[src/addr_decode_map.svh]
// constants of the instruction fetch and decode logic
`ifndef ADDR_DECODE_MAP_SVH
`define ADDR_DECODE_MAP_SVH

// -----------------------------------------------------------------------------
// prebyte codes
// -----------------------------------------------------------------------------
`define PRE_NONE            8'h00
`define PRE_Y_INDEX         8'h90
`define PRE_Y_INDIRECT      8'h91
`define PRE_INDIRECT        8'h92

// -----------------------------------------------------------------------------
// opcode layout and limits
// -----------------------------------------------------------------------------
`define OPC_MODE_HI         7
`define OPC_MODE_LO         4
`define OPC_ID_HI           5
`define OPC_ID_LO           0
`define INSTR_COUNT         6'h3f
`define PREBYTE_ROW         4'h9
`define MAX_INSTR_LEN       3'h4

// -----------------------------------------------------------------------------
// reset value and zero-page high byte
// -----------------------------------------------------------------------------
`define START_PC            16'h0000
`define PAGE_ZERO           8'h00

`endif

[src/addr_decode_pkg.sv]
// types shared by the instruction fetch and decode logic
package addr_decode_pkg;

    typedef enum logic [4:0] {
        mode_inherent        = 5'h00,
        mode_immediate       = 5'h01,
        mode_direct_short    = 5'h02,
        mode_direct_long     = 5'h03,
        mode_indexed_none    = 5'h04,
        mode_indexed_short   = 5'h05,
        mode_indexed_long    = 5'h06,
        mode_indirect_short  = 5'h07,
        mode_indirect_long   = 5'h08,
        mode_ind_index_short = 5'h09,
        mode_ind_index_long  = 5'h0a,
        mode_relative        = 5'h0b,
        mode_relative_ind    = 5'h0c,
        mode_bit_direct      = 5'h0d,
        mode_bit_indirect    = 5'h0e,
        mode_bit_relative    = 5'h0f,
        mode_bit_ind_rel     = 5'h10
    } mode_t;

    typedef enum logic [2:0] {
        st_opcode  = 3'h0,
        st_operand = 3'h1,
        st_pointer = 3'h2,
        st_calc    = 3'h3,
        st_issue   = 3'h4
    } fetch_state_t;

    typedef struct packed {
        mode_t      mode;
        logic       use_y;
        logic       unsupported;
    } conv_t;

    typedef struct packed {
        logic [7:0]  opcode;
        logic [7:0]  prebyte;
        logic [5:0]  instr_id;
        mode_t       mode;
        logic        use_y;
        logic        unsupported;
        logic [2:0]  length;
        logic [7:0]  operand;
        logic [15:0] ea;
        logic [7:0]  rel_offset;
        logic [15:0] branch_target;
    } decoded_t;

endpackage

[src/addressing_mode_prebyte_decoder.sv]
// instruction fetch, prebyte handling and addressing-mode decode
//
// Contract
// RL1: inherent instructions are one byte, the opcode alone.
// RL2: immediate takes the byte after the opcode as literal operand.
// RL3: short direct fetches one address byte, address 00 to FF.
// RL4: long direct fetches a 16-bit address from two following bytes.
// RL5: indexed without offset uses the index register alone, 00 to FF.
// RL6: short indexed adds one unsigned offset byte to X or Y.
// RL7: long indexed adds a two-byte offset to the index register.
// RL8: short indirect reads a one-byte operand address via a pointer byte.
// RL9: long indirect forms read a 16-bit pointer from memory.
// RL10: indirect indexed address is index plus fetched pointer, unsigned.
// RL11: short indirect indexed adds index to a one-byte pointer, up to 1FE.
// RL12: relative mode adds a signed 8-bit offset to the program counter.
// RL13: relative direct takes the offset from the byte after the opcode.
// RL14: exactly 63 instruction numbers are decoded.
// RL15: instructions of one to four bytes including prebyte are fetched.
// RL16: one of three prebytes may precede the opcode, then zero to two bytes follow.
// RL17: prebyte 90 switches X-based inherent, immediate, direct, indexed to Y.
// RL18: prebyte 92 turns direct, bit direct, direct relative into indirect.
// RL19: prebyte 91 switches X indirect indexed to Y.
// RL20: a byte neither opcode nor prebyte triggers a reset.
// RL21: valid prebyte with valid opcode in bad combination gives no reset.
// RL22: branch target counts from the address after the branch, -128..+127.
// RL23: relative indirect fetches the signed offset through a short pointer.
`timescale 1ns/1ps
`include "addr_decode_map.svh"

module addressing_mode_prebyte_decoder
    import addr_decode_pkg::*;
#(
    parameter logic [15:0] START_ADDR = `START_PC
)(
    input  wire logic         mclk,
    input  wire logic         rst_n,
    // program memory read port
    output logic              mem_req,
    output logic [15:0]       mem_addr,
    input  wire logic [7:0]   mem_rdata,
    input  wire logic         mem_ack,
    // execution datapath
    input  wire logic [7:0]   x_reg,
    input  wire logic [7:0]   y_reg,
    output logic              dec_valid,
    output decoded_t          dec,
    input  wire logic         exec_done,
    input  wire logic         branch_taken,
    input  wire logic         jump_valid,
    input  wire logic [15:0]  jump_addr,
    output logic [15:0]       pc,
    output logic              illegal_reset
);

    // -------------------------------------------------------------------------
    // state
    // -------------------------------------------------------------------------
    fetch_state_t state;
    logic [7:0]   opcode;
    logic [7:0]   prebyte;
    logic [5:0]   instr_id;
    conv_t        conv;
    logic [1:0]   need;
    logic [1:0]   cnt;
    logic         ptr_cnt;
    logic [15:0]  word;
    logic [7:0]   rel;

    mode_t        base_mode;
    logic         is_prebyte;
    logic         legal;
    logic [5:0]   cls_id;
    conv_t        next_conv;
    logic [15:0]  ea;
    logic         last_opnd;
    logic [7:0]   ptr_byte;

    // -------------------------------------------------------------------------
    // helpers
    // -------------------------------------------------------------------------
    function automatic logic [1:0] addr_bytes(input mode_t m);
        unique case (m)
            mode_inherent,
            mode_indexed_none:   addr_bytes = 2'd0;  // see RL1 RL5
            mode_direct_long,
            mode_indexed_long,
            mode_bit_relative,
            mode_bit_ind_rel:    addr_bytes = 2'd2;  // see RL4 RL7
            default:             addr_bytes = 2'd1;  // see RL2 RL3 RL6 RL8 RL9 RL13
        endcase
    endfunction

    function automatic logic via_pointer(input mode_t m);
        via_pointer = m inside {mode_indirect_short, mode_indirect_long,
                      mode_ind_index_short, mode_ind_index_long,
                      mode_relative_ind, mode_bit_indirect, mode_bit_ind_rel};
    endfunction

    function automatic logic long_pointer(input mode_t m);
        long_pointer = (m == mode_indirect_long) || (m == mode_ind_index_long);
    endfunction

    // bad pairing: plain mode, flag only
    function automatic conv_t apply_prebyte(input logic [7:0] pre, input mode_t m);
        conv_t c;
        c.mode        = m;
        c.use_y       = 1'b0;
        c.unsupported = 1'b0;
        unique case (pre)
            `PRE_Y_INDEX: begin
                if (m == mode_inherent || m == mode_immediate || m == mode_direct_short ||
                    m == mode_direct_long || m == mode_indexed_none ||
                    m == mode_indexed_short || m == mode_indexed_long) begin
                    c.use_y = 1'b1;  // see RL17
                end else begin
                    c.unsupported = 1'b1;  // see RL21
                end
            end
            `PRE_Y_INDIRECT: begin
                c.use_y = 1'b1;  // see RL19
                if (m == mode_indexed_short) begin
                    c.mode = mode_ind_index_short;
                end else if (m == mode_indexed_long) begin
                    c.mode = mode_ind_index_long;
                end else begin
                    c.use_y       = 1'b0;
                    c.unsupported = 1'b1;  // see RL21
                end
            end
            `PRE_INDIRECT: begin
                unique case (m)  // see RL18
                    mode_direct_short:  c.mode = mode_indirect_short;
                    mode_direct_long:   c.mode = mode_indirect_long;
                    mode_indexed_short: c.mode = mode_ind_index_short;
                    mode_indexed_long:  c.mode = mode_ind_index_long;
                    mode_relative:      c.mode = mode_relative_ind;
                    mode_bit_direct:    c.mode = mode_bit_indirect;
                    mode_bit_relative:  c.mode = mode_bit_ind_rel;
                    default:            c.unsupported = 1'b1;  // see RL21
                endcase
            end
            default: ;
        endcase
        return c;
    endfunction

    // -------------------------------------------------------------------------
    // submodules
    // -------------------------------------------------------------------------
    opcode_classifier u_classifier (
        .code       (mem_rdata),
        .base_mode  (base_mode),
        .is_prebyte (is_prebyte),
        .legal      (legal),
        .instr_id   (cls_id)
    );

    ea_adder u_ea (
        .mode  (conv.mode),
        .index (conv.use_y ? y_reg : x_reg),
        .word  (word),
        .ea    (ea)
    );

    assign next_conv = apply_prebyte(prebyte, base_mode);
    assign last_opnd = (cnt + 2'd1 == need);
    // bit-relative: address byte first
    assign ptr_byte  = (cnt == 2'd0) ? mem_rdata : word[7:0];

    assign mem_req   = (state == st_opcode) || (state == st_operand) ||
                       (state == st_pointer);
    assign dec_valid = (state == st_issue);

    // -------------------------------------------------------------------------
    // fetch sequencer
    // -------------------------------------------------------------------------
    always_ff @(posedge mclk or negedge rst_n) begin
        if (!rst_n) begin
            state    <= st_opcode;
            pc       <= `START_PC;
            mem_addr <= `START_PC;
            prebyte  <= `PRE_NONE;
            opcode   <= 8'h00;
            instr_id <= 6'h00;
            conv     <= '0;
            need     <= 2'd0;
            cnt      <= 2'd0;
            ptr_cnt  <= 1'b0;
            word     <= 16'h0000;
            rel      <= 8'h00;
        end else begin
            unique case (state)
                st_opcode: begin
                    if (mem_ack) begin
                        if (is_prebyte) begin
                            prebyte  <= mem_rdata;  // see RL16
                            pc       <= pc + 16'h0001;
                            mem_addr <= pc + 16'h0001;
                        end else if (!legal) begin
                            prebyte  <= `PRE_NONE;  // see RL20
                            pc       <= START_ADDR;
                            mem_addr <= START_ADDR;
                        end else begin
                            opcode   <= mem_rdata;
                            instr_id <= cls_id;
                            conv     <= next_conv;
                            need     <= addr_bytes(next_conv.mode);
                            cnt      <= 2'd0;
                            word     <= 16'h0000;
                            rel      <= 8'h00;
                            pc       <= pc + 16'h0001;
                            mem_addr <= pc + 16'h0001;
                            state    <= (addr_bytes(next_conv.mode) == 2'd0) ?
                                        st_calc : st_operand;  // see RL1
                        end
                    end
                end
                st_operand: begin
                    if (mem_ack) begin
                        if (conv.mode == mode_relative ||
                            ((conv.mode == mode_bit_relative || conv.mode == mode_bit_ind_rel)
                             && cnt == 2'd1)) begin
                            rel <= mem_rdata;  // see RL13
                        end else if (need == 2'd2 && cnt == 2'd0 &&
                                     conv.mode < mode_bit_relative) begin
                            word[15:8] <= mem_rdata;  // see RL4 RL7
                        end else begin
                            word[7:0] <= mem_rdata;  // see RL2 RL3 RL6
                        end
                        cnt      <= cnt + 2'd1;
                        pc       <= pc + 16'h0001;
                        mem_addr <= pc + 16'h0001;
                        if (last_opnd) begin
                            if (via_pointer(conv.mode)) begin
                                mem_addr <= {`PAGE_ZERO, ptr_byte};  // see RL8 RL9
                                ptr_cnt  <= 1'b0;
                                state    <= st_pointer;
                            end else begin
                                state <= st_calc;
                            end
                        end
                    end
                end
                st_pointer: begin
                    if (mem_ack) begin
                        if (long_pointer(conv.mode) && !ptr_cnt) begin
                            word[15:8] <= mem_rdata;  // see RL9
                            ptr_cnt    <= 1'b1;
                            mem_addr   <= mem_addr + 16'h0001;
                        end else begin
                            if (conv.mode == mode_relative_ind) begin
                                rel <= mem_rdata;  // see RL23
                            end else if (long_pointer(conv.mode)) begin
                                word[7:0] <= mem_rdata;  // see RL10
                            end else begin
                                word <= {`PAGE_ZERO, mem_rdata};  // see RL8 RL11
                            end
                            state <= st_calc;
                        end
                    end
                end
                st_calc: begin
                    state <= st_issue;
                end
                st_issue: begin
                    if (exec_done) begin
                        if (jump_valid) begin
                            pc       <= jump_addr;
                            mem_addr <= jump_addr;
                        end else if (branch_taken) begin
                            pc       <= dec.branch_target;  // see RL12
                            mem_addr <= dec.branch_target;
                        end else begin
                            mem_addr <= pc;
                        end
                        prebyte <= `PRE_NONE;
                        state   <= st_opcode;
                    end
                end
                default: state <= st_opcode;
            endcase
        end
    end

    // -------------------------------------------------------------------------
    // decoded instruction
    // -------------------------------------------------------------------------
    always_ff @(posedge mclk or negedge rst_n) begin
        if (!rst_n) begin
            dec <= '0;
        end else if (state == st_calc) begin
            dec.opcode      <= opcode;
            dec.prebyte     <= prebyte;
            dec.instr_id    <= instr_id;
            dec.mode        <= conv.mode;
            dec.use_y       <= conv.use_y;
            dec.unsupported <= conv.unsupported;
            // prebyte, opcode, 0 to 2 bytes
            dec.length      <= 3'(need) + ((prebyte != `PRE_NONE) ? 3'h2 : 3'h1);  // see RL15
            dec.operand     <= word[7:0];
            dec.ea          <= ea;
            dec.rel_offset  <= rel;
            // pc is past the instruction here
            dec.branch_target <= pc + {{8{rel[7]}}, rel};  // see RL22 RL12
        end
    end

    // -------------------------------------------------------------------------
    // illegal code reset request
    // -------------------------------------------------------------------------
    always_ff @(posedge mclk or negedge rst_n) begin
        if (!rst_n) begin
            illegal_reset <= 1'b0;
        end else begin
            illegal_reset <= (state == st_opcode) && mem_ack && !is_prebyte &&
                             !legal;  // see RL20 RL21
        end
    end

endmodule // addressing_mode_prebyte_decoder

[src/opcode_classifier.sv]
// classifies a fetched byte as prebyte, legal opcode or illegal code
`timescale 1ns/1ps
`include "addr_decode_map.svh"

module opcode_classifier
    import addr_decode_pkg::*;
(
    input  wire logic [7:0] code,
    output mode_t           base_mode,
    output logic            is_prebyte,
    output logic            legal,
    output logic [5:0]      instr_id
);

    logic [3:0] row;
    logic       row_ok;

    assign row      = code[`OPC_MODE_HI:`OPC_MODE_LO];
    assign instr_id = code[`OPC_ID_HI:`OPC_ID_LO];

    // indirect forms come by prebyte only
    always_comb begin
        row_ok    = 1'b1;
        base_mode = mode_inherent;
        unique case (row)
            4'h0: base_mode = mode_inherent;
            4'h1: base_mode = mode_immediate;
            4'h2: base_mode = mode_direct_short;
            4'h3: base_mode = mode_direct_long;
            4'h4: base_mode = mode_indexed_none;
            4'h5: base_mode = mode_indexed_short;
            4'h6: base_mode = mode_indexed_long;
            4'hc: base_mode = mode_relative;
            4'hd: base_mode = mode_bit_direct;
            4'he: base_mode = mode_bit_relative;
            default: row_ok = 1'b0;
        endcase
    end

    assign is_prebyte = (code == `PRE_Y_INDEX) || (code == `PRE_Y_INDIRECT) ||  // see RL16
                        (code == `PRE_INDIRECT);
    // id 3f left undefined: 63 ids over all rows, 16 codes a row
    assign legal      = row_ok && (instr_id != `INSTR_COUNT);  // see RL14

endmodule // opcode_classifier

[src/ea_adder.sv]
// effective address former; inherent, immediate, relative and relative indirect modes give 0000
`timescale 1ns/1ps
`include "addr_decode_map.svh"

module ea_adder
    import addr_decode_pkg::*;
(
    input  mode_t             mode,
    input  wire logic [7:0]   index,
    input  wire logic [15:0]  word,
    output logic [15:0]       ea
);

    logic [15:0] index_wide;

    assign index_wide = {`PAGE_ZERO, index};

    always_comb begin
        ea = 16'h0000;
        unique case (mode)
            mode_indexed_none:    ea = index_wide;                            // see RL5
            mode_indexed_short:   ea = index_wide + {`PAGE_ZERO, word[7:0]};  // see RL6
            mode_indexed_long:    ea = index_wide + word;                     // see RL7
            mode_ind_index_short: ea = index_wide + {`PAGE_ZERO, word[7:0]};  // see RL11
            mode_ind_index_long:  ea = index_wide + word;                     // see RL10
            mode_direct_short,
            mode_indirect_short,
            mode_bit_direct,
            mode_bit_indirect,
            mode_bit_relative,
            mode_bit_ind_rel:     ea = {`PAGE_ZERO, word[7:0]};   // see RL3 RL8
            mode_direct_long,
            mode_indirect_long:   ea = word;                      // see RL4 RL9
            default:              ea = 16'h0000;
        endcase
    end

endmodule // ea_adder

[config.mk]
export PLATFORM = sky130hd
export DESIGN_NAME = addressing_mode_prebyte_decoder
export DESIGN_NICKNAME = d
export VERILOG_FILES = /design/src/addr_decode_pkg.sv /design/src/addressing_mode_prebyte_decoder.sv /design/src/opcode_classifier.sv /design/src/ea_adder.sv
export VERILOG_INCLUDE_DIRS = /design/src
export SDC_FILE = /design/constraint.sdc
export NUM_CORES = 1
export LEC_CHECK = 0
export ABC_AREA = 1
export CAP_MARGIN = 10
export CORE_MARGIN = 2
export CORE_UTILIZATION = 35
export DETAILED_ROUTE_END_ITERATION = 8
export DONT_BUFFER_PORTS = 1
export GPL_ROUTABILITY_DRIVEN = 0
export HOLD_SLACK_MARGIN = 0.12
export PLACE_DENSITY = 0.55
export SETUP_SLACK_MARGIN = 0.5
export SKIP_CTS_REPAIR_TIMING = 1
export SLEW_MARGIN = 20
export SYNTH_ARGS = -nofsm -noshare
export SYNTH_HDL_FRONTEND = slang
export SYNTH_SLANG_ARGS = --single-unit
[constraint.sdc]
create_clock -name mclk -period 2.7 [get_ports mclk]
set_input_delay 0.405 -clock mclk [delete_from_list [all_inputs] [get_ports mclk]]
set_output_delay 0.405 -clock mclk [all_outputs]
set_load 0.01 [all_outputs]
==> results of run 1 <==
==> Yosys cell counts, drive strengths merged <==
master	count
or2	12
a21oi	50
a211oi	1
dfrtp	162
nor2	163
o22ai	4
nand4	23
and2	2
fa	3
xor2	10
o21ai	149
nand2	586
a31oi	15
o21bai	3
a31o	1
ha	28
a21boi	2
a21o	2
inv	138
a22oi	6
nor4	2
xnor2	6
o31ai	1
nor3	10
o211ai	9
buf	36
clkinv	3
o21a	2
nand3b	5
nand3	119
clkbuf	18
==> layer usage <==
| metal | vias to the layer above | GRT usage [%] |
|---|---|---|
| li1 | 5074 | - |
| met2 | 306 | 32.1 |
| met4 | 0 | 6.37 |
| met5 | - | 0 |
| met3 | 58 | 4.98 |
| met1 | 4739 | 29.8 |
==> logic make-up after synthesis <==
group	after synthesis	share of synthesized area (%)
compound gates	245	13.1
buf+inv	195	7.98
xor+xnor	16	1.30
fa+ha+maj	31	3.79
simple gates	922	36.3
flops	162	37.5
==> critical path, stage by stage, from the launching register on <==
cell and delay, ns:
dfrtp_2 0.46, buf_4 0.16, nand2_1 0.07, nand2_2 0.08, ha_4 0.18, fa_2 0.38, nand3_2 0.08, nand3_2 0.08
nand2_2 0.09, nand3_4 0.11, a21oi_1 0.16, o21ai_1 0.08, nand2_1 0.06, nand2_1 0.05
==> layout make-up <==
class	instances	area (sq um)
fillers	3145	18400
multi-input cells	1214	6140
flip-flops and latches	162	4070
inverters	141	543
well taps	396	495
clock buffers	18	439
repair buffers	30	248
clock inverters	14	196
diodes	1	2.50
==> through the flow <==
step                      cells  instance area, sq um  power [uW]
final                      1976                 12100       15600
after detailed placement   1925                 11100       12400
after global placement     1925                 11100       12300
after floorplan            1571                 10800       10600
after global routing       1975                 12100       17000
after CTS                  1957                 11700       15200
==> power groups by stage <==
stage	logic (uW)	registers (uW)	clock network, uW
finish	8030	4890	2700
floorplan	6180	4390	0
detailed placement	7490	4910	0
CTS	7540	4870	2750
global route	9110	5050	2860
global placement	7440	4900	0
==> cells in the final DEF (no fill, tap or decap), drive strengths merged, types with 6 or more instances in the layout <==
master,count
xor2,10
inv,145
buf,29
dfrtp,162
nor2,163
a22oi,6
nand4,23
nor3,10
a31oi,15
nand2,586
o21ai,149
o211ai,9
clkbuf,19
xnor2,6
nand3,119
ha,28
or2,12
a21oi,50
==> how the worst max path moves through the flow <==
stage,from,endpoint,slack [ns],cells after the start
floorplan,conv[1],dec[34],0.54,15
global placement,conv[1],dec[36],0.30,14
detailed placement,conv[1],dec[32],0.22,12
CTS,conv[1],dec[32],0.20,12
global route,conv[1],dec[36],0.42,13
finish,conv[1],dec[36],0.55,13
==> state kept, by name, summed over array words and instances, names as in the netlist <==
register,flops
dec,74
mem_addr,16
pc,16
word,16
opcode,8
prebyte,8
rel,8
conv,7
state,3
cnt,2
need,2
illegal_reset,1
ptr_cnt,1
==> metrics.csv, run 1 <==
metric;value;unit
status;finished, violations left;
violated checks;hold timing;
CP required;3.04;ns
Comb pwr share;51.4;%
RR Endpoint;dec[36];
Synth Warn #;0;
flops & latches, synth;162;
DRT Pass-1 Iters;5;
clock network latency to the later pin of the worst-skew pair;0.45;ns
metal3 WL;2270;microns
Clock Skew;0.0111;ns
Clk network pwr share;17.3;%
setup ws final;0.552;ns
largest net degree at the start of global routing;163;
top cell type's share of synthesized area;37.5;%
CTS tree;yes;
Worst Path Arrival;2.49;ns
Leak Pwr;0.00600;uW
Mean Syn Cell Area;6.89;sq um
Nets;1643;
Die ar.;32300;sq um
period utilization;79.5;%
Pint;7660;uW
setup violators final;0;
M1 WL;16300;microns
Port Buffers;0;
Synth Cell Area;10800;sq um
Max Used Layer;met4;
post-route ant nets;0;
area leader, netlist;dfrtp_1;
first-pass GRT wire length;54200;microns
main area contributors after synthesis;dfrtp_1 (37%), nand2_1 (20%), nand3_1 (5.3%);
setup TNS;0;ns
Root Driver;clkbuf_16;
Num CTS Buffers;17;
vias per cell;5.15;
Fmax;466;MHz
clock sinks;162;
worst-margin pin slew;0.673;ns
endpoint type of the worst setup path;flip-flop;
vias in the first global route;9571;
Rel. slew slack;55.1;%
final wirelength;34500;microns
PwrDens;1290;nW/um^2
Worst R2R Start;conv[1];
Seq/Total Area, Yosys;37.5;%
I/O pins;161;
pre-CTS setup slack;0.217;ns
Worst-path clk slew;0.08;ns
Core Area;30500;sq um
Max Slew Vio Count;0;
layout cells sized above 1;12.9;%
min Tclk post-route;2.15;ns
Residual DRC;0;
wire per inst;17.5;microns
Sequential Power Share;31.3;%
CP startpoint kind;flip-flop;
RSZ-0062 raised after global routing;true;
GRT Resource Usage Total;21.1;%
CP max FO;7;
Distinct cells, synth;51;
P_sw;7960;uW
Die W;180;microns
DR iter-0 viols;718;
Reg2Reg Setup Slack;0.55;ns
type of the worst setup path;flip-flop to flip-flop;
CTS Buffer Depth;2;
worst hold slack;-0.347;ns
row count;64;
switch share;51.0;%
final hold vios;162;
syn nets;1648;
DR vias;10200;
Max Cap Viol;0;
Syn Inst Count;1571;
Initial Util;35.5;%
total congestion overflow;0;
Worst R2R Path Depth;13;
Peak VDD IR;0.682;mV
Hold WC Path Type;primary input to asynchronous set/reset pin;
DR WL met2;15200;microns
die height;180;microns
Finished Core Util;39.8;%
CTS H-Tree Depth;4;
synth-to-layout area growth;12.2;%
Detail Placement HPWL;25500;microns
initial antenna violation count;1;
Power figures use the tool's default switching activity.
==> run 2: changes to the inputs <==
--- a/config.mk
+++ b/config.mk
@@ -14,7 +14,7 @@
 export DONT_BUFFER_PORTS = 1
 export GPL_ROUTABILITY_DRIVEN = 0
 export HOLD_SLACK_MARGIN = 0.12
-export PLACE_DENSITY = 0.55
+export PLACE_DENSITY = 0.57
 export SETUP_SLACK_MARGIN = 0.5
 export SKIP_CTS_REPAIR_TIMING = 1
 export SLEW_MARGIN = 20
==> constraint.sdc (replaced) <==
create_clock -name mclk -period 1.8 [get_ports mclk]
set_input_delay 0.27 -clock mclk [delete_from_list [all_inputs] [get_ports mclk]]
set_output_delay 0.27 -clock mclk [all_outputs]
set_load 0.01 [all_outputs]
==> run 2 against run 1 <==
The run ends with hold timing, setup timing left. Cell area grew 29%. Maximum frequency up 0.52%. Register-to-register slack worse by 0.89 ns. Critical path depth is the same. Sequential power rose by 47%. Clock skew rose by 0.00077 ns. Flip-flop and latch count unchanged. Critical endpoint is now dec[34]. Highest routed layer unchanged.
==> metrics.csv, run 2 (synthesis gave the netlist of run 1 again) <==
metric;value;unit;change
endpoint type of the worst setup path;flip-flop;;
Root Driver;clkbuf_16;;
final hold vios;162;;unchanged
Die W;180;microns;unchanged
DR iter-0 viols;858;;+19%
CP startpoint kind;flip-flop;;
final wirelength;38900;microns;+13%
Core Area;30500;sq um;unchanged
type of the worst setup path;flip-flop to flip-flop;;
final instance area;15700;sq um;+29%
wire per inst;17.9;microns;+2.4%
setup violators final;60;;+60
Rel. slew slack;60.3;%;+5.2 points
Max Slew Vio Count;0;;unchanged
total congestion overflow;0;;unchanged
fillers;2815;;-10%
Max Cap Viol;0;;unchanged
total power;31600;uW;+100%
post-route ant nets;0;;unchanged
Peak VDD IR;1.00;mV;+47%
period utilization;119;%;+39 points
DRT Pass-1 Iters;5;;unchanged
CTS Buffer Depth;2;;unchanged
setup ws final;-0.337;ns;-0.889 ns
Nets;1843;;+12%
commonest non-fill, non-tap cell in the layout;nand2_1;;
row count;64;;unchanged
first-pass GRT wire length;56400;microns;+3.9%
Finished Core Util;51.3;%;+12 points
Reg with most FFs;dec;;
CTS H-Tree Depth;4;;unchanged
clock network latency to the later pin of the worst-skew pair;0.44;ns;about the same
cells along the critical path;buf_4 > nand2_2 > nand2_4 > ha_4 > fa_2 > nand3_2 > nand3_2 > nand2_2 > nand3_4 > a21oi_1 > o21ai_2 > nand2_1 > nand2_1;;
DR vias;11200;;+10%
sequential standard cell area;4080;sq um;+0.31%
CP required;2.14;ns;-0.90 ns
CP max FO;6;;-1
Detail Placement HPWL;27100;microns;+6.2%
vias in the first global route;10200;;+6.3%
Largest register FFs;74;;unchanged
min Tclk post-route;2.14;ns;-0.0111 ns
multi-input logic area;7820;sq um;+27%
worst hold slack;-0.480;ns;-0.134 ns
vias per cell;5.17;;+0.33%
Die ar.;32300;sq um;unchanged
Port Buffers;0;;unchanged
post-place instance area;12800;sq um;+15%
layout cells sized above 1;38.3;%;+25 points
worst-margin pin slew;0.590;ns;-0.0825 ns
Fmax;468;MHz;+0.52%
synth-to-layout area growth;44.7;%;
slowest CP cell;dfrtp_2;;
RSZ-0062 raised after global routing;true;;
Initial Util;35.5;%;unchanged
Leak Pwr;0.00741;uW;+24%
clock sinks;162;;unchanged
most frequent cells in the layout;nand2_1 (458), buf_4 (166), dfrtp_1 (143);;
status;finished, violations left;;
Residual DRC;0;;unchanged
Clock Skew;0.0119;ns;+0.000766 ns
violated checks;hold timing, setup timing;;
Worst path max stage delay;0.47;ns;about the same
largest net degree at the start of global routing;163;;unchanged
GRT Resource Usage Total;21.9;%;+0.79 points
Num CTS Buffers;17;;unchanged
Worst Path Arrival;2.48;ns;about the same
initial antenna violation count;1;;unchanged
die height;180;microns;unchanged
Hold WC Path Type;primary input to asynchronous set/reset pin;;
I/O pins;161;;unchanged
CTS tree;yes;;
Worst-path clk slew;0.07;ns;about the same
PwrDens;2020;nW/um^2;+57%
[run 2: critical path, delay by kind of cell, from the launching register on]
family	cells	cell delay (ns)
buffers and inverters	1	0.16
adder cells (fa/ha/maj)	2	0.53
AO/OA/AOI/OAI	2	0.29
flip-flops	1	0.47
AND/OR/NAND/NOR	8	0.58
[run 2: cell type report]
| type | instances | share of cell area [%] |
|---|---|---|
| multi-input cells | 1217 | 50.0 |
| flip-flops and latches | 162 | 26.1 |
| repair buffers | 225 | 13.0 |
| inverters | 141 | 3.84 |
| well taps | 396 | 3.16 |
| clock buffers | 21 | 2.88 |
| clock inverters | 11 | 0.999 |
| repair inverters | 2 | 0.104 |
| diodes | 1 | 0.0160 |
[run 2: final timing paths]
kind	end	start	slack [ns]	depth (start not counted)
worst max-delay path	dec[34]	conv[1]	-0.34	13
worst min-delay path	dec[30]	rst_n	-0.48	0
worst max register to register	dec[34]	conv[1]	-0.34	13
worst min register to register	dec[72]	opcode[0]	0.50	2
max in group asynchronous	pc[13]	rst_n	1.96	0
min in group mclk	state[2]	exec_done	0.06	3
[run 2: layer usage]
metal / global-route usage [%] / share of wire (%) / vias up
li1: - / - / 5494
met1: 29.7 / 45 / 5303
met2: 34.3 / 47 / 376
met3: 4.92 / 5.6 / 71
met4: 8.00 / 3.1 / 0
met5: 0 / 0 / -
[run 2: where the power goes]
| part | internal (uW) | switching [uW] | leakage (uW) | total [uW] |
|---|---|---|---|---|
| clock | 2230 | 1630 | 0.000284 | 3870 |
| sequential | 5050 | 2150 | 0.00207 | 7200 |
| combinational | 8870 | 11700 | 0.00506 | 20500 |
| total | 16200 | 15400 | 0.00741 | 31600 |
[run 2: per-stage QoR]
stage,setup TNS (ns),cells,setup WS (ns)
finish,-5.79,2176,-0.337
global route,-12.04,2176,-0.457
CTS,-5.03,2095,-0.371
detailed placement,-4.49,2063,-0.345
global placement,-3.70,2063,-0.305
floorplan,-0.725,1571,-0.130
==> run 3: changes to the inputs <==
--- a/config.mk
+++ b/config.mk
@@ -9,12 +9,12 @@
 export ABC_AREA = 1
 export CAP_MARGIN = 10
 export CORE_MARGIN = 2
-export CORE_UTILIZATION = 35
+export CORE_UTILIZATION = 25
 export DETAILED_ROUTE_END_ITERATION = 8
 export DONT_BUFFER_PORTS = 1
 export GPL_ROUTABILITY_DRIVEN = 0
 export HOLD_SLACK_MARGIN = 0.12
-export PLACE_DENSITY = 0.57
+export PLACE_DENSITY = 0.46
 export SETUP_SLACK_MARGIN = 0.5
 export SKIP_CTS_REPAIR_TIMING = 1
 export SLEW_MARGIN = 20
==> run 3 against run 2 <==
The run still ends with hold timing, setup timing left. Global-route usage down 3.8 points. Cell area rose by 8.4%. Hold slack got worse by 0.018 ns. Final cell count grew 11%. Highest routed layer is now met5. First-iteration DRC count decreased by 7.5%. Critical path type unchanged. Sequential share of layout area shrank 1.9 points. Critical endpoint is now dec[39].
==> metrics.csv, run 3 (synthesis gave the netlist of run 1 again) <==
metric;value;unit;change
Worst R2R Path Depth;13;;unchanged
Setup crit start;conv[1];;
Worst setup endpoint;dec[39];;
multi-input logic area;8080;sq um;+3.3%
RR Endpoint;dec[39];;
worst-margin pin slew;0.579;ns;-0.0111 ns
period utilization;117;%;-1.7 points
Finished Core Util;39.6;%;-12 points
Max Slew Vio Count;0;;unchanged
fillers;4339;;+54%
GRT Resource Usage Total;18.2;%;-3.8 points
vias in the first global route;10500;;+3.1%
wire per inst;19.0;microns;+6.2%
status;finished, violations left;;
Worst R2R Start;conv[1];;
Leak Pwr;0.00787;uW;+6.2%
DR iter-0 viols;794;;-7.5%
violated checks;hold timing, setup timing;;
Num CTS Buffers;17;;unchanged
setup violators final;61;;+1.7%
CP required;2.17;ns;+0.03 ns
Clk network pwr share;11.6;%;-0.6 points
clock sinks;162;;unchanged
Pint;16900;uW;+4.9%
post-route ant nets;0;;unchanged
CTS tree;yes;;
min Tclk post-route;2.11;ns;-0.0310 ns
total congestion overflow;0;;unchanged
PwrDens;1960;nW/um^2;-2.6%
DRT Pass-1 Iters;6;;+1
die height;212;microns;+18%
first-pass GRT wire length;61800;microns;+9.6%
Detail Placement HPWL;30800;microns;+14%
Residual DRC;0;;unchanged
Hold WC Path Type;primary input to asynchronous set/reset pin;;
vias per cell;4.76;;-7.8%
Comb pwr share;66.5;%;+1.5 points
Fmax;475;MHz;+1.5%
RSZ-0062 raised after global routing;true;;
Diodes inserted;0;;-1
layout cells sized above 1;44.7;%;+6.4 points
sequential standard cell area;4100;sq um;+0.43%
Nets;1893;;+2.7%
Initial Util;25.2;%;-10 points
final wirelength;45900;microns;+18%
Die ar.;44900;sq um;+39%
Reg with most FFs;dec;;
Sequential Power Share;22.0;%;-0.8 points
Port Buffers;0;;unchanged
Peak VDD IR;0.854;mV;-15%
Max Cap Viol;0;;unchanged
Largest register FFs;74;;unchanged
setup ws final;-0.306;ns;+0.0310 ns
Clock Skew;0.0154;ns;+0.00352 ns
row count;76;;+19%
endpoint type of the worst setup path;flip-flop;;
P_sw;16400;uW;+6.3%
type of the worst setup path;flip-flop to flip-flop;;
CP max FO;6;;unchanged
commonest non-fill, non-tap cell in the layout;nand2_1;;
Rel. slew slack;61.2;%;+0.87 points
CP startpoint kind;flip-flop;;
Core Area;42900;sq um;+41%
clock network latency to the later pin of the worst-skew pair;0.48;ns;+0.04 ns
worst hold slack;-0.498;ns;-0.0180 ns
CTS H-Tree Depth;4;;unchanged
Worst-path clk slew;0.08;ns;about the same
Reg2Reg Setup Slack;-0.31;ns;+0.03 ns
I/O pins;161;;unchanged
Worst Path Arrival;2.48;ns;about the same
Root Driver;clkbuf_16;;
most frequent cells in the layout;nand2_1 (404), buf_4 (174), dfrtp_1 (129);;
Die W;212;microns;+18%
largest net degree at the start of global routing;163;;unchanged
DR vias;11500;;+2.3%
CTS Buffer Depth;2;;unchanged
switch share;49.2;%;+0.33 points
synth-to-layout area growth;57.0;%;
final hold vios;162;;unchanged
initial antenna violation count;1;;unchanged
run 3: changes by cell type in the layout (fill, tap and decap cells not counted), moves of 14 or more:
| cell | change |
|---|---|
| buf_6 | +17 |
| dfrtp_1 | -14 |
| dfrtp_2 | +14 |
| nand2_1 | -54 |
| nand2_2 | +43 |
| nand3_1 | +15 |
| nand3_2 | -15 |
| o21ai_0 | -16 |
| o21ai_2 | +16 |
run 3: worst max-delay path, cell delays in order, from the launching register on:
cell	delay (ns)
dfrtp_2	0.47
buf_6	0.16
nand2_2	0.06
nand2_2	0.07
ha_4	0.26
buf_6	0.12
a21oi_2	0.14
nand2_2	0.06
nand2_1	0.06
o211ai_1	0.24
a21oi_1	0.21
nor2_1	0.05
nand2_1	0.06
nand2_1	0.06
run 3: stage by stage:
step / setup TNS [ns] / instances / instance area, sq um / setup WS, ns / power [uW]
2_1_floorplan: -0.725 / 1571 / 11500 / -0.130 / 17200
3_5_place_dp: -6.45 / 2265 / 13100 / -0.388 / 22600
5_1_grt: -14.20 / 2414 / 17000 / -0.497 / 35700
4_1_cts: -7.30 / 2297 / 13700 / -0.412 / 26600
6_report: -6.33 / 2414 / 17000 / -0.306 / 33400
3_3_place_gp: -5.16 / 2265 / 13100 / -0.323 / 22500
run 3: cell type report:
class / count / area share (%)
multi-input cells: 1216 / 47.6
flip-flops and latches: 162 / 24.1
repair buffers: 274 / 16.5
well taps: 585 / 4.31
inverters: 141 / 3.58
clock buffers: 18 / 2.53
clock inverters: 14 / 0.943
repair inverters: 4 / 0.405
run 3: worst min path at each step:
stage	to	slack, ns	depth (start not counted)
final	dec[13]	-0.50	0
after global routing	dec[10]	-0.52	0
after floorplan	cnt[0]	-0.03	0
after CTS	dec[13]	-0.53	0
after global placement	dec[14]	-0.02	0
after detailed placement	dec[14]	-0.02	0
run 3: layer usage:
layer  vias to the layer above  track usage [%]  share of wire [%]
li1                       5599                -                  -
met1                      5619             24.7                 46
met2                       235             28.9                 48
met3                        44             3.80                4.5
met4                         2             5.51                1.7
met5                         -                0              0.037
run 3: power by group through the flow:
| stage | combinational, uW | clock (uW) | sequential [uW] |
|---|---|---|---|
| global route | 24100 | 4090 | 7540 |
| floorplan | 10400 | 0 | 6790 |
| detailed placement | 15400 | 0 | 7270 |
| global placement | 15300 | 0 | 7270 |
| finish | 22200 | 3870 | 7320 |
| CTS | 15400 | 3970 | 7220 |
